$ cat src/verilog/irfe_defs.vh
// Purpose: constants for the infrared front end
// Assumes: 100 MHz pclk, 32-bit APB words
// Notes:   offsets are byte addresses
`ifndef IRFE_DEFS_VH
`define IRFE_DEFS_VH
// ***************************
// register offsets
// ***************************
`define OFF_CFG     12'h000
`define OFF_MODE    12'h004
`define OFF_BITDIV  12'h008
`define OFF_CIRDIV  12'h00c
`define OFF_HDTO    12'h010
`define OFF_TXDATA  12'h014
`define OFF_RXDATA  12'h018
`define OFF_STATUS  12'h01c
`define OFF_UBASE   12'h020
`define OFF_FBASE   12'h024
// ***************************
// field positions
// ***************************
`define CFG_FAST    0
`define CFG_HDX     1
`define CFG_TTYPE   4
// ***************************
// reset values
// ***************************
`define RST_CFG     8'h00
`define RST_MODE    3'h0
`define RST_BITDIV  20'h00364
`define RST_CIRDIV  16'h0524
`define RST_HDTO    8'h00
`define RST_BASE    16'h0000
// ***************************
// format codes
// ***************************
`define MODE_SIR    3'h0
`define MODE_ASK    3'h1
`define MODE_F576   3'h2
`define MODE_F1152  3'h3
`define MODE_F4M    3'h4
`define MODE_CIR    3'h5
// ***************************
// timing
// ***************************
`define CLK_HZ        100000000
`define ASK_CAR_HZ    500000
`define ASK_HALF      (`CLK_HZ / (2 * `ASK_CAR_HZ))
`define HD_STEP_US    100
`define HD_STEP_CYC   ((`CLK_HZ / 1000000) * `HD_STEP_US)
`define FIR_PKT_BITS  2048
`endif

$ cat src/verilog/infrared_port_front_end.v
// Purpose: infrared symbol encoder/decoder, pin routing and turnaround timer
// Assumes: synchronous inputs, pulse-active-high transceiver signals
// Notes:   zero-wait APB slave with one registered read stage
// How it works
// - slow pulse: async LSB first, zero start
// - slow pulse: zero bit is early pulse
// - fast: sync LSB first, packets to 2048 bits
// - fast low rates use pulse-style encoding
// - top fast rate uses pulse position modulation
// - carrier-keyed: async LSB first, zero start
// - carrier-keyed: zero bit is 500 kHz carrier
// - remote-control amplitude keyed encoder/decoder
// - remote carrier programmable 6.25 kHz-1.6 MHz
// - remote bit cell programmable 390 Hz-100 kHz
// - config bit 4 sets shared pin role
// - fast bit picks fast or slow receiver
// - both paths take shared pin when both set
// - slow formats use second uart base register
// - fast formats use own base register
// - half duplex: timer blocks direction change
// - new data in direction restarts timer
// - start bit during timeout: restart after char
// - timeout 0 to 25.5 ms, 100 us steps
`timescale 1ns/1ps
`include "irfe_defs.vh"
module infrared_port_front_end #(
   parameter HD_TICK = `HD_STEP_CYC
) (
   input  wire        pclk,
   input  wire        presetn,
   input  wire        psel,
   input  wire        penable,
   input  wire        pwrite,
   input  wire [11:0] paddr,
   input  wire [31:0] pwdata,
   output wire        pready,
   output wire        pslverr,
   output wire [31:0] prdata,
   input  wire        primary_ir_rx_input,
   input  wire        secondary_ir_rx_input,
   input  wire        shared_pin_in,
   output wire        shared_pin_out,
   output wire        shared_pin_oe,
   output wire        ir_tx_output
);

   // ***************************
   // helpers
   // ***************************
   // units in one character for a format
   function [4:0] units;
      input [2:0] m;
      begin
         case (m)
            `MODE_SIR, `MODE_ASK: units = 5'd10;
            `MODE_F4M:            units = 5'd16;
            default:              units = 5'd8;
         endcase
      end
   endfunction
   // async formats carry start and stop cells
   function is_async;
      input [2:0] m;
      begin
         is_async = (m == `MODE_SIR) || (m == `MODE_ASK);
      end
   endfunction
   // pulse position in four chips back to two bits; earliest lit chip of 1 to 3 wins, chip 0 only when none of them is lit
   function [1:0] ppm_sym;
      input [3:0] c;
      begin
         ppm_sym = c[1] ? 2'd1 : c[2] ? 2'd2 : c[3] ? 2'd3 : 2'd0;
      end
   endfunction

   // ***************************
   // registers
   // ***************************
   reg  [7:0]  cfg_q;
   reg  [2:0]  mode_q;
   reg  [19:0] bitdiv_q;
   reg  [15:0] cirdiv_q;
   reg  [7:0]  hdto_q;
   reg  [15:0] ubase_q;
   reg  [15:0] fbase_q;
   reg  [7:0]  txbuf_q;
   reg         txpend_q;
   reg  [7:0]  rxbuf_q;
   reg         rxval_q;
   reg         ovr_q;
   reg         pkterr_q;
   reg  [31:0] prdata_q;
   reg         tx_busy_q;
   reg  [4:0]  tx_idx_q;
   reg  [19:0] tx_cnt_q;
   reg  [9:0]  tx_frm_q;
   reg  [11:0] pkt_q;
   reg         rx_busy_q;
   reg  [4:0]  rx_idx_q;
   reg  [19:0] rx_cnt_q;
   reg         rx_seen_q;
   reg  [15:0] rx_bits_q;
   reg  [15:0] car_cnt_q;
   reg         car_q;
   reg  [7:0]  hd_q;
   reg  [15:0] tick_q;
   reg         dir_tx_q;

   wire fast  = cfg_q[`CFG_FAST];
   wire hdx   = cfg_q[`CFG_HDX];
   wire ttype = cfg_q[`CFG_TTYPE];

   // ***************************
   // pin routing
   // ***************************
   // shared pin drives rate mode or acts as a second fast input
   assign shared_pin_oe  = ~ttype;
   assign shared_pin_out = fast;
   // both paths move to the shared pin only when both bits are set
   wire receive_path_one = (fast & ttype) ? shared_pin_in : primary_ir_rx_input;
   wire receive_path_two = (fast & ttype) ? shared_pin_in : secondary_ir_rx_input;
   // fast receiver listens on path two, slow receiver on path one
   wire rx_pin = fast ? receive_path_two : receive_path_one;

   // ***************************
   // apb decode
   // ***************************
   wire        acc   = psel & penable;
   wire        wr    = acc & pwrite;
   wire        rd    = acc & ~pwrite;
   wire [11:0] a     = {paddr[11:2], 2'b00};
   wire        hit   = (a <= `OFF_FBASE);
   wire [31:0] stat  = {24'h0, pkterr_q, (hd_q != 8'h00), dir_tx_q, ovr_q, rxval_q,
                        rx_busy_q, txpend_q, tx_busy_q};
   reg  [31:0] rmux;
   assign pready  = 1'b1;
   assign pslverr = acc & ~hit;
   assign prdata  = prdata_q;
   // read mux, sampled in the setup cycle so data leaves a flop
   always @* begin
      rmux = 32'h0;
      case (a)
         `OFF_CFG:    rmux = {24'h0, cfg_q};
         `OFF_MODE:   rmux = {29'h0, mode_q};
         `OFF_BITDIV: rmux = {12'h0, bitdiv_q};
         `OFF_CIRDIV: rmux = {16'h0, cirdiv_q};
         `OFF_HDTO:   rmux = {24'h0, hdto_q};
         `OFF_TXDATA: rmux = {24'h0, txbuf_q};
         `OFF_RXDATA: rmux = {24'h0, rxbuf_q};
         `OFF_STATUS: rmux = stat;
         `OFF_UBASE:  rmux = {16'h0, ubase_q};
         `OFF_FBASE:  rmux = {16'h0, fbase_q};
         default:     rmux = 32'h0;
      endcase
   end

   always @(posedge pclk or negedge presetn) begin
      if (!presetn)
         prdata_q <= 32'h0;
      else if (psel & ~penable)
         prdata_q <= rmux;
   end

   // ***************************
   // carrier generator
   // ***************************
   // remote carrier half period is software set, carrier-keyed is fixed
   wire [31:0] ask_half = `ASK_HALF;
   wire [15:0] car_half = (mode_q == `MODE_CIR) ? cirdiv_q : ask_half[15:0];
   always @(posedge pclk or negedge presetn) begin
      if (!presetn) begin
         car_cnt_q <= 16'h0;
         car_q     <= 1'b0;
      end else if (car_cnt_q + 16'h1 >= car_half) begin
         car_cnt_q <= 16'h0;
         car_q     <= ~car_q;
      end else begin
         car_cnt_q <= car_cnt_q + 16'h1;
      end
   end

   // ***************************
   // turnaround gate
   // ***************************
   wire tx_unit_end = tx_busy_q & (tx_cnt_q + 20'h1 >= bitdiv_q);
   wire rx_unit_end = rx_busy_q & (rx_cnt_q + 20'h1 >= bitdiv_q);
   wire tx_last     = tx_unit_end & (tx_idx_q + 5'h1 == units(mode_q));
   wire rx_last     = rx_unit_end & (rx_idx_q + 5'h1 == units(mode_q));
   wire hd_idle     = (hd_q == 8'h00);
   // no direction change while the timer runs
   wire tx_ok = ~hdx | (dir_tx_q & ~rx_busy_q) | (hd_idle & ~rx_busy_q);
   wire rx_ok = ~hdx | ~dir_tx_q | (hd_idle & ~tx_busy_q);
   wire fir   = (mode_q == `MODE_F576) | (mode_q == `MODE_F1152) | (mode_q == `MODE_F4M);
   wire pkt_full = fir & (pkt_q + 12'd8 > `FIR_PKT_BITS);
   wire tx_go = txpend_q & ~tx_busy_q & tx_ok & ~pkt_full;
   wire rx_go = ~rx_busy_q & rx_pin & rx_ok;

   // timer reloads on every bit moved; frozen while a character is in flight
   always @(posedge pclk or negedge presetn) begin
      if (!presetn) begin
         hd_q     <= 8'h00;
         tick_q   <= 16'h0;
         dir_tx_q <= 1'b0;
      end else begin
         if (tx_go)
            dir_tx_q <= 1'b1;
         else if (rx_go)
            dir_tx_q <= 1'b0;
         if (!hdx) begin
            hd_q   <= 8'h00;
            tick_q <= 16'h0;
         end else if (tx_unit_end | rx_unit_end) begin
            hd_q   <= hdto_q;
            tick_q <= 16'h0;
         end else if (tx_busy_q | rx_busy_q) begin
            tick_q <= 16'h0;
         end else if (!hd_idle) begin
            if (tick_q + 16'h1 >= HD_TICK[15:0]) begin
               tick_q <= 16'h0;
               hd_q   <= hd_q - 8'h01;
            end else begin
               tick_q <= tick_q + 16'h1;
            end
         end
      end
   end

   // ***************************
   // software registers
   // ***************************
   // base registers only steer address decode outside this block
   always @(posedge pclk or negedge presetn) begin
      if (!presetn) begin
         cfg_q    <= `RST_CFG;
         mode_q   <= `RST_MODE;
         bitdiv_q <= `RST_BITDIV;
         cirdiv_q <= `RST_CIRDIV;
         hdto_q   <= `RST_HDTO;
         ubase_q  <= `RST_BASE;
         fbase_q  <= `RST_BASE;
         txbuf_q  <= 8'h00;
         txpend_q <= 1'b0;
         pkterr_q <= 1'b0;
      end else begin
         if (wr && a == `OFF_CFG)
            cfg_q <= pwdata[7:0];
         if (wr && a == `OFF_MODE)
            mode_q <= pwdata[2:0];
         if (wr && a == `OFF_BITDIV)
            bitdiv_q <= pwdata[19:0];
         if (wr && a == `OFF_CIRDIV)
            cirdiv_q <= pwdata[15:0];
         if (wr && a == `OFF_HDTO)
            hdto_q <= pwdata[7:0];
         if (wr && a == `OFF_UBASE)
            ubase_q <= pwdata[15:0];
         if (wr && a == `OFF_FBASE)
            fbase_q <= pwdata[15:0];
         // a byte held back by busy or turnaround waits here until the gate opens; one that would overfill the packet is dropped
         if (wr && a == `OFF_TXDATA && (!txpend_q || tx_go)) begin
            txbuf_q  <= pwdata[7:0];
            txpend_q <= 1'b1;
         end else if (tx_go) begin
            txpend_q <= 1'b0;
         end else if (txpend_q && pkt_full) begin
            txpend_q <= 1'b0;
         end
         // error wins over a clearing write in the same cycle
         if (txpend_q && pkt_full && !tx_busy_q)
            pkterr_q <= 1'b1;
         else if (wr && a == `OFF_STATUS && pwdata[7])
            pkterr_q <= 1'b0;
      end
   end

   // ***************************
   // transmitter
   // ***************************
   wire       tx_bit  = tx_frm_q[tx_idx_q[3:0]];
   wire [1:0] tx_sym  = tx_frm_q[{tx_idx_q[3:2], 1'b0} +: 2];
   wire       early   = (tx_cnt_q < {2'b00, bitdiv_q[19:2]});
   reg        tx_lvl;

   // symbol shaping per format
   always @* begin
      tx_lvl = 1'b0;
      if (tx_busy_q) begin
         case (mode_q)
            `MODE_SIR:   tx_lvl = ~tx_bit & early;
            `MODE_F576:  tx_lvl = ~tx_bit & early;
            `MODE_F1152: tx_lvl = ~tx_bit & early;
            `MODE_ASK:   tx_lvl = ~tx_bit & car_q;
            `MODE_F4M:   tx_lvl = (tx_idx_q[1:0] == tx_sym);
            `MODE_CIR:   tx_lvl = tx_bit & car_q;
            default:     tx_lvl = 1'b0;
         endcase
      end
   end
   reg tx_out_q;
   assign ir_tx_output = tx_out_q;
   always @(posedge pclk or negedge presetn) begin
      if (!presetn) begin
         tx_busy_q <= 1'b0;
         tx_idx_q  <= 5'h0;
         tx_cnt_q  <= 20'h0;
         tx_frm_q  <= 10'h3ff;
         tx_out_q  <= 1'b0;
         pkt_q     <= 12'h0;
      end else begin
         tx_out_q <= tx_lvl;
         if (tx_go) begin
            tx_busy_q <= 1'b1;
            tx_idx_q  <= 5'h0;
            tx_cnt_q  <= 20'h0;
            // async gets a zero start and a stop; LSB goes first
            if (is_async(mode_q))
               tx_frm_q <= {1'b1, txbuf_q, 1'b0};
            else
               tx_frm_q <= {2'b11, txbuf_q};
            if (fir)
               pkt_q <= pkt_q + 12'd8;
         end else if (tx_busy_q) begin
            if (tx_last) begin
               tx_busy_q <= 1'b0;
               tx_cnt_q  <= 20'h0;
            end else if (tx_unit_end) begin
               tx_idx_q <= tx_idx_q + 5'h1;
               tx_cnt_q <= 20'h0;
            end else begin
               tx_cnt_q <= tx_cnt_q + 20'h1;
            end
         end else if (!txpend_q) begin
            pkt_q <= 12'h0;  // packet ends when the stream runs dry
         end
      end
   end

   // ***************************
   // receiver
   // ***************************
   // the sample at a cell's closing edge already belongs to the next cell
   wire [15:0] bits_n = rx_bits_q | ({15'h0, rx_seen_q} << rx_idx_q[3:0]);
   reg  [7:0]  rx_byte;
   // a pulse or carrier burst inside a cell marks the cell
   always @* begin
      case (mode_q)
         `MODE_SIR, `MODE_ASK: rx_byte = ~bits_n[8:1];
         `MODE_F4M: rx_byte = {ppm_sym(bits_n[15:12]), ppm_sym(bits_n[11:8]),
                               ppm_sym(bits_n[7:4]), ppm_sym(bits_n[3:0])};
         `MODE_CIR: rx_byte = bits_n[7:0];
         default:   rx_byte = ~bits_n[7:0];
      endcase
   end
   always @(posedge pclk or negedge presetn) begin
      if (!presetn) begin
         rx_busy_q <= 1'b0;
         rx_idx_q  <= 5'h0;
         rx_cnt_q  <= 20'h0;
         rx_seen_q <= 1'b0;
         rx_bits_q <= 16'h0;
         rxbuf_q   <= 8'h00;
         rxval_q   <= 1'b0;
         ovr_q     <= 1'b0;
      end else begin
         if (rx_go) begin
            rx_busy_q <= 1'b1;
            rx_idx_q  <= 5'h0;
            rx_cnt_q  <= 20'h0;
            rx_seen_q <= 1'b1;
            rx_bits_q <= 16'h0;
         end else if (rx_busy_q) begin
            if (rx_unit_end) begin
               rx_bits_q <= bits_n;
               rx_idx_q  <= rx_idx_q + 5'h1;
               rx_cnt_q  <= 20'h0;
               rx_seen_q <= rx_pin;
               if (rx_last)
                  rx_busy_q <= 1'b0;
            end else begin
               rx_cnt_q  <= rx_cnt_q + 20'h1;
               rx_seen_q <= rx_seen_q | rx_pin;
            end
         end
         // a completed byte wins over a read in the same cycle
         if (rx_last) begin
            rxbuf_q <= rx_byte;
            rxval_q <= 1'b1;
            if (rxval_q && !(rd && a == `OFF_RXDATA))
               ovr_q <= 1'b1;
         end else if (rd && a == `OFF_RXDATA) begin
            rxval_q <= 1'b0;
            ovr_q   <= 1'b0;
         end
      end
   end
endmodule

$ cat config.mk
export PLATFORM = sky130hd
export DESIGN_NAME = infrared_port_front_end
export DESIGN_NICKNAME = d
export VERILOG_FILES = /design/src/verilog/infrared_port_front_end.v
export VERILOG_INCLUDE_DIRS = /design/src /design/src/verilog
export SDC_FILE = /design/constraint.sdc
export NUM_CORES = 1
export LEC_CHECK = 0
export BUFFER_PORTS_ARGS = -buffer_cell sky130_fd_sc_hd__buf_2
export CAP_MARGIN = 20
export CORE_ASPECT_RATIO = 2
export CORE_MARGIN = 8
export CORE_UTILIZATION = 50
export DETAILED_ROUTE_END_ITERATION = 7
export GPL_TIMING_DRIVEN = 0
export PLACE_DENSITY = 0.77
export SLEW_MARGIN = 25
export SYNTH_ARGS = -nofsm -noshare
export SYNTH_HDL_FRONTEND = slang
export SYNTH_SLANG_ARGS = --single-unit
export TNS_END_PERCENT = 100
$ cat constraint.sdc
create_clock -name pclk -period 3.6 [get_ports pclk]
set_input_delay 0.54 -clock pclk [delete_from_list [all_inputs] [get_ports pclk]]
set_output_delay 0.54 -clock pclk [all_outputs]
set_load 0.01 [all_outputs]
==> impl_metrics.py <==
metrics = {
    "outcome": {
        "status": "finished, violations left",
        "failed_checks": "negative setup slack",
    },
    "hold_path": {
        "min_to": "bitdiv_q[17]",
        "hold_path_depth": 2,
        "hold_start": "pwdata[17]",
        "hold_path_class": "primary input to flip-flop",
    },
    "pwr": {
        "switching_share_pct": 32.2,
        "leakage_nw": 8.20,
        "max-vdd-ir-drop_uv": 394,
        "p_per_area_mw_per_mm2": 463,
        "clockPowerShare_pct": 33.2,
        "combPwrFrac_pct": 26.1,
        "p_seq_share_pct": 40.7,
        "switchingPower_mw": 2.58,
        "p_int_mw": 5.43,
        "p_total_mw": 8.01,
    },
    "cts": {
        "root_buffer": "clkbuf_16",
        "cts_buffers": 25,
        "htreeDepth": 1,
        "cts_buffer_depth": 3,
        "clk_pin_slew_worst_paths_ps": 70,
        "cts_tree": "yes",
        "clk_latency_ps": 540,
        "cts_sinks": 256,
    },
    "route": {
        "route.detailed.drc": 0,
        "drt_wl_total_um": 41000,
        "detail-route-antenna-nets": 0,
        "viasPerCell": 6.18,
        "drt_pre_antenna_iters": 5,
        "wl_per_cell_um": 20.3,
        "dr.first_iter.drc_count": 1033,
        "vias": 12500,
    },
    "global_routing": {
        "grt_pass1_vias": 12300,
        "grtUsageTotal_pct": 22.8,
        "grt_max_degree": 94,
        "grt_overflow_total": 0,
        "grt_pass1_wl_um": 65600,
        "antenna_found_initial": 1,
    },
    "die": {
        "dieArea_mm2": 0.0357,
        "coreArea_mm2": 0.0293,
        "chipWidth_um": 138,
        "start_util_pct": 50.6,
        "rows": 89,
        "io_pins": 89,
        "dieHeight_um": 259,
    },
    "cells_and_area": {
        "drive_above_1_share_pct": 23.3,
        "area_growth_syn_to_layout_pct": 16.8,
        "post-route-util_pct": 59.0,
        "fill_cells": 2448,
        "fin_cells": 2025,
        "finalNetCount": 1775,
    },
    "sta": {
        "rsz0062_at_grt": "yes",
        "period_minus_slack_ps": 3640,
        "fmax_mhz": 275,
        "setup_viol": 8,
        "slew_violations": 0,
        "skew_ps": 15.4,
        "finalHoldViolCount": 0,
        "worst_pin_slew_ps": 1030,
        "final.setup.worst_slack_ps": -35.3,
        "finalCritPeriodShare_pct": 101,
        "maxSlewHeadroom_pct": 30.8,
    },
    "placement": {
        "dp_cells": 1941,
        "dp_hpwl_um": 28800,
        "post-place-ws_ps": -985,
        "port-buffer-count": 61,
        "gp_congestion": 0.950,
    },
    "setup_path": {
        "worst_ep_arrival_time_ps": 4120,
        "max_stage_delay_ps": 460,
        "startpoint_type": "flip-flop",
        "path_max_fanout": 7,
        "critPathKind": "flip-flop to flip-flop",
        "cp_data_required_time_ps": 4080,
        "regToRegEndpoint": "tx_cnt_q[17]",
        "r2r_start": "tx_cnt_q[1]",
        "endpoint_kind": "flip-flop",
        "r2r_cells": 15,
        "cp_cell_sequence": "ha_4 > and3_4 > nand3_2 > nor2b_2 > clkbuf_4 > and3_4 > xor2_4 > ha_4 > a21oi_1 > a21boi_1 > a211oi_2 > o211ai_1 > buf_4 > or3b_2 > nand2_1",
        "rrSetupSlack_ps": -40,
        "cpMaxStageDelayCell": "or3b_2",
    },
    "synth": {
        "synth-warning-count": 0,
        "synthArstFlopShare_pct": 100,
        "syn-mean-instance-area_um2": 9.86,
        "synth-edff-count": 0,
        "ys_ff_latch": 256,
        "synth_top_area_cell": "dfrtp_1",
        "ys_seq_area_share_pct": 43.4,
        "ys_types": 79,
        "synth_top_cell_area_share_pct": 40.2,
        "netlist_top_cells_area": "dfrtp_1 40%, mux2_2 7.1%, ha_1 6.9%, nand2_1 3.9%, dfstp_2 3.2%",
        "synth-main-ff-cell": "dfrtp_1",
        "synth_cells": 1502,
        "syn_area_mm2": 0.0148,
    },
    "job": {
        "maxCapViolCount": 0,
    },
}
[cells in the mapped netlist (12+ instances only)]
library cell	number
dfrtp_1	238
nand2_1	155
nor2_1	110
mux2_2	93
o21ai_0	83
ha_1	82
nand3_1	60
a21oi_1	59
clkbuf_1	52
inv_1	39
xor2_1	35
xnor2_1	34
nor3_1	33
a21o_1	31
and3_1	28
a31oi_1	26
nor2b_1	25
nand2b_1	23
nand4_1	23
dfstp_2	18
a22o_1	17
a22oi_1	16
buf_4	15
mux2i_1	14
a222oi_1	13
o31ai_1	12
[worst max-delay path by stage]
stage	startpoint	end	slack, ps	cells past startpoint
finish	tx_cnt_q[1]	tx_cnt_q[17]	-40	15
global route	rx_cnt_q[1]	hd_q[4]	-210	17
CTS	rx_cnt_q[1]	rxbuf_q[3]	3	17
detailed placement	rx_cnt_q[0]	rxbuf_q[5]	-980	18
global placement	presetn	prdata[14]	-2640	1
floorplan	rx_cnt_q[0]	rxbuf_q[6]	10	17
[routing by layer]
metal / wire length, µm / part of all wire [%] / vias up / GRT usage, %
li1: - / - / 5759 / -
met1: 16900 / 41 / 6140 / 30.2
met2: 19900 / 49 / 511 / 36.9
met3: 2830 / 6.9 / 108 / 3.53
met4: 1370 / 3.3 / 2 / 7.95
met5: 12 / 0.029 / - / 0
[cell type report]
| class | instances | area [µm²] | share of cell area [%] |
|---|---|---|---|
| Antenna cell | 2 | 5.00 | 0.0289 |
| Buffer | 73 | 400 | 2.32 |
| Clock buffer | 37 | 711 | 4.11 |
| Clock inverter | 8 | 92.6 | 0.535 |
| Inverter | 39 | 146 | 0.847 |
| Multi-Input combinational cell | 1137 | 8290 | 48.0 |
| Sequential cell | 256 | 6430 | 37.2 |
| Tap cell | 364 | 455 | 2.63 |
| Timing Repair Buffer | 109 | 753 | 4.36 |
[power groups by stage]
| stage | clock, mW | sequential, mW | combinational, mW |
|---|---|---|---|
| final | 2.66 | 3.26 | 2.09 |
| after global routing | 2.79 | 3.29 | 2.32 |
| after CTS | 2.69 | 3.25 | 1.91 |
| after detailed placement | 0 | 3.30 | 1.73 |
| after global placement | 0 | 3.30 | 1.67 |
| after floorplan | 0 | 3.25 | 1.20 |
[critical path: cells and delay by family (launching register included)]
family | cells | cell delay, ps
simple gates | 6 | 1260
compound gates | 4 | 850
buf+inv | 2 | 450
flops | 1 | 410
fa+ha+maj | 2 | 400
xor+xnor | 1 | 180
[sequential cells by signal (all words and copies together) (netlist names), 9 cells and up]
signal and flops:
bitdiv_q 20, rx_bits_q 15, car_cnt_q 16, tx_frm_q 9, tx_cnt_q 20, cirdiv_q 16, ubase_q 16, prdata 20
tick_q 16, fbase_q 16, rx_cnt_q 20, pkt_q 9
[stage by stage]
| stage | TNS [ps] | cell area, µm² | hold WS (ps) |
|---|---|---|---|
| 6_report | -162 | 17300 | 232 |
| 3_3_place_gp | -692030 | 15600 | 450 |
| 5_1_grt | -5490 | 17300 | 218 |
| 3_5_place_dp | -62570 | 15700 | 456 |
| 4_1_cts | 0 | 16900 | 212 |
| 2_1_floorplan | 0 | 14900 | 244 |
[cells by family (layout without fill, tap and decap cells)]
| family | Yosys count | after routing | share of synthesized area (%) |
|---|---|---|---|
| and+or+nand+nor | 514 | 514 | 17.0 |
| xor gates and xnor gates | 69 | 69 | 4.08 |
| muxes | 116 | 116 | 9.16 |
| buffers and inverters | 120 | 266 | 3.62 |
| other | 2 | 15 | 0.0507 |
| AOI/OAI and AO/OA | 343 | 343 | 15.8 |
| DFF | 256 | 256 | 43.4 |
| adders and majority gates | 82 | 82 | 6.93 |
[cell usage in the layout (no fill, tap or decap), drive strengths merged, types with 7 or more instances in the layout]
| cell type | n |
|---|---|
| dfrtp | 238 |
| nand2 | 156 |
| buf | 142 |
| nor2 | 114 |
| mux2 | 97 |
| o21ai | 87 |
| ha | 82 |
| clkbuf | 75 |
| nand3 | 60 |
| a21oi | 59 |
| inv | 39 |
| xor2 | 35 |
| xnor2 | 34 |
| nor3 | 34 |
| a21o | 31 |
| and3 | 29 |
| a31oi | 26 |
| nor2b | 25 |
| nand4 | 23 |
| nand2b | 23 |
| dfstp | 18 |
| a22o | 17 |
| a22oi | 17 |
| mux2i | 14 |
| a222oi | 13 |
| conb | 13 |
| o31ai | 12 |
| a221oi | 11 |
| nor4 | 9 |
| a41oi | 8 |
| and2 | 8 |
| nor3b | 8 |
| or3 | 7 |
| o22ai | 7 |
| a211oi | 7 |
| o211ai | 7 |
[what timing repair did]
action | 4_1_cts | 5_1_grt
resized for setup | 53 | 61
hold endpoints to repair | 47 | 0
pin swaps | 16 | 20
setup endpoints to repair | 102 | 93
setup buffers | 30 | 14
hold buffers | 1 | 0
cloned | 0 | 1
No activity file was read; power rests on OpenSTA's default activity.
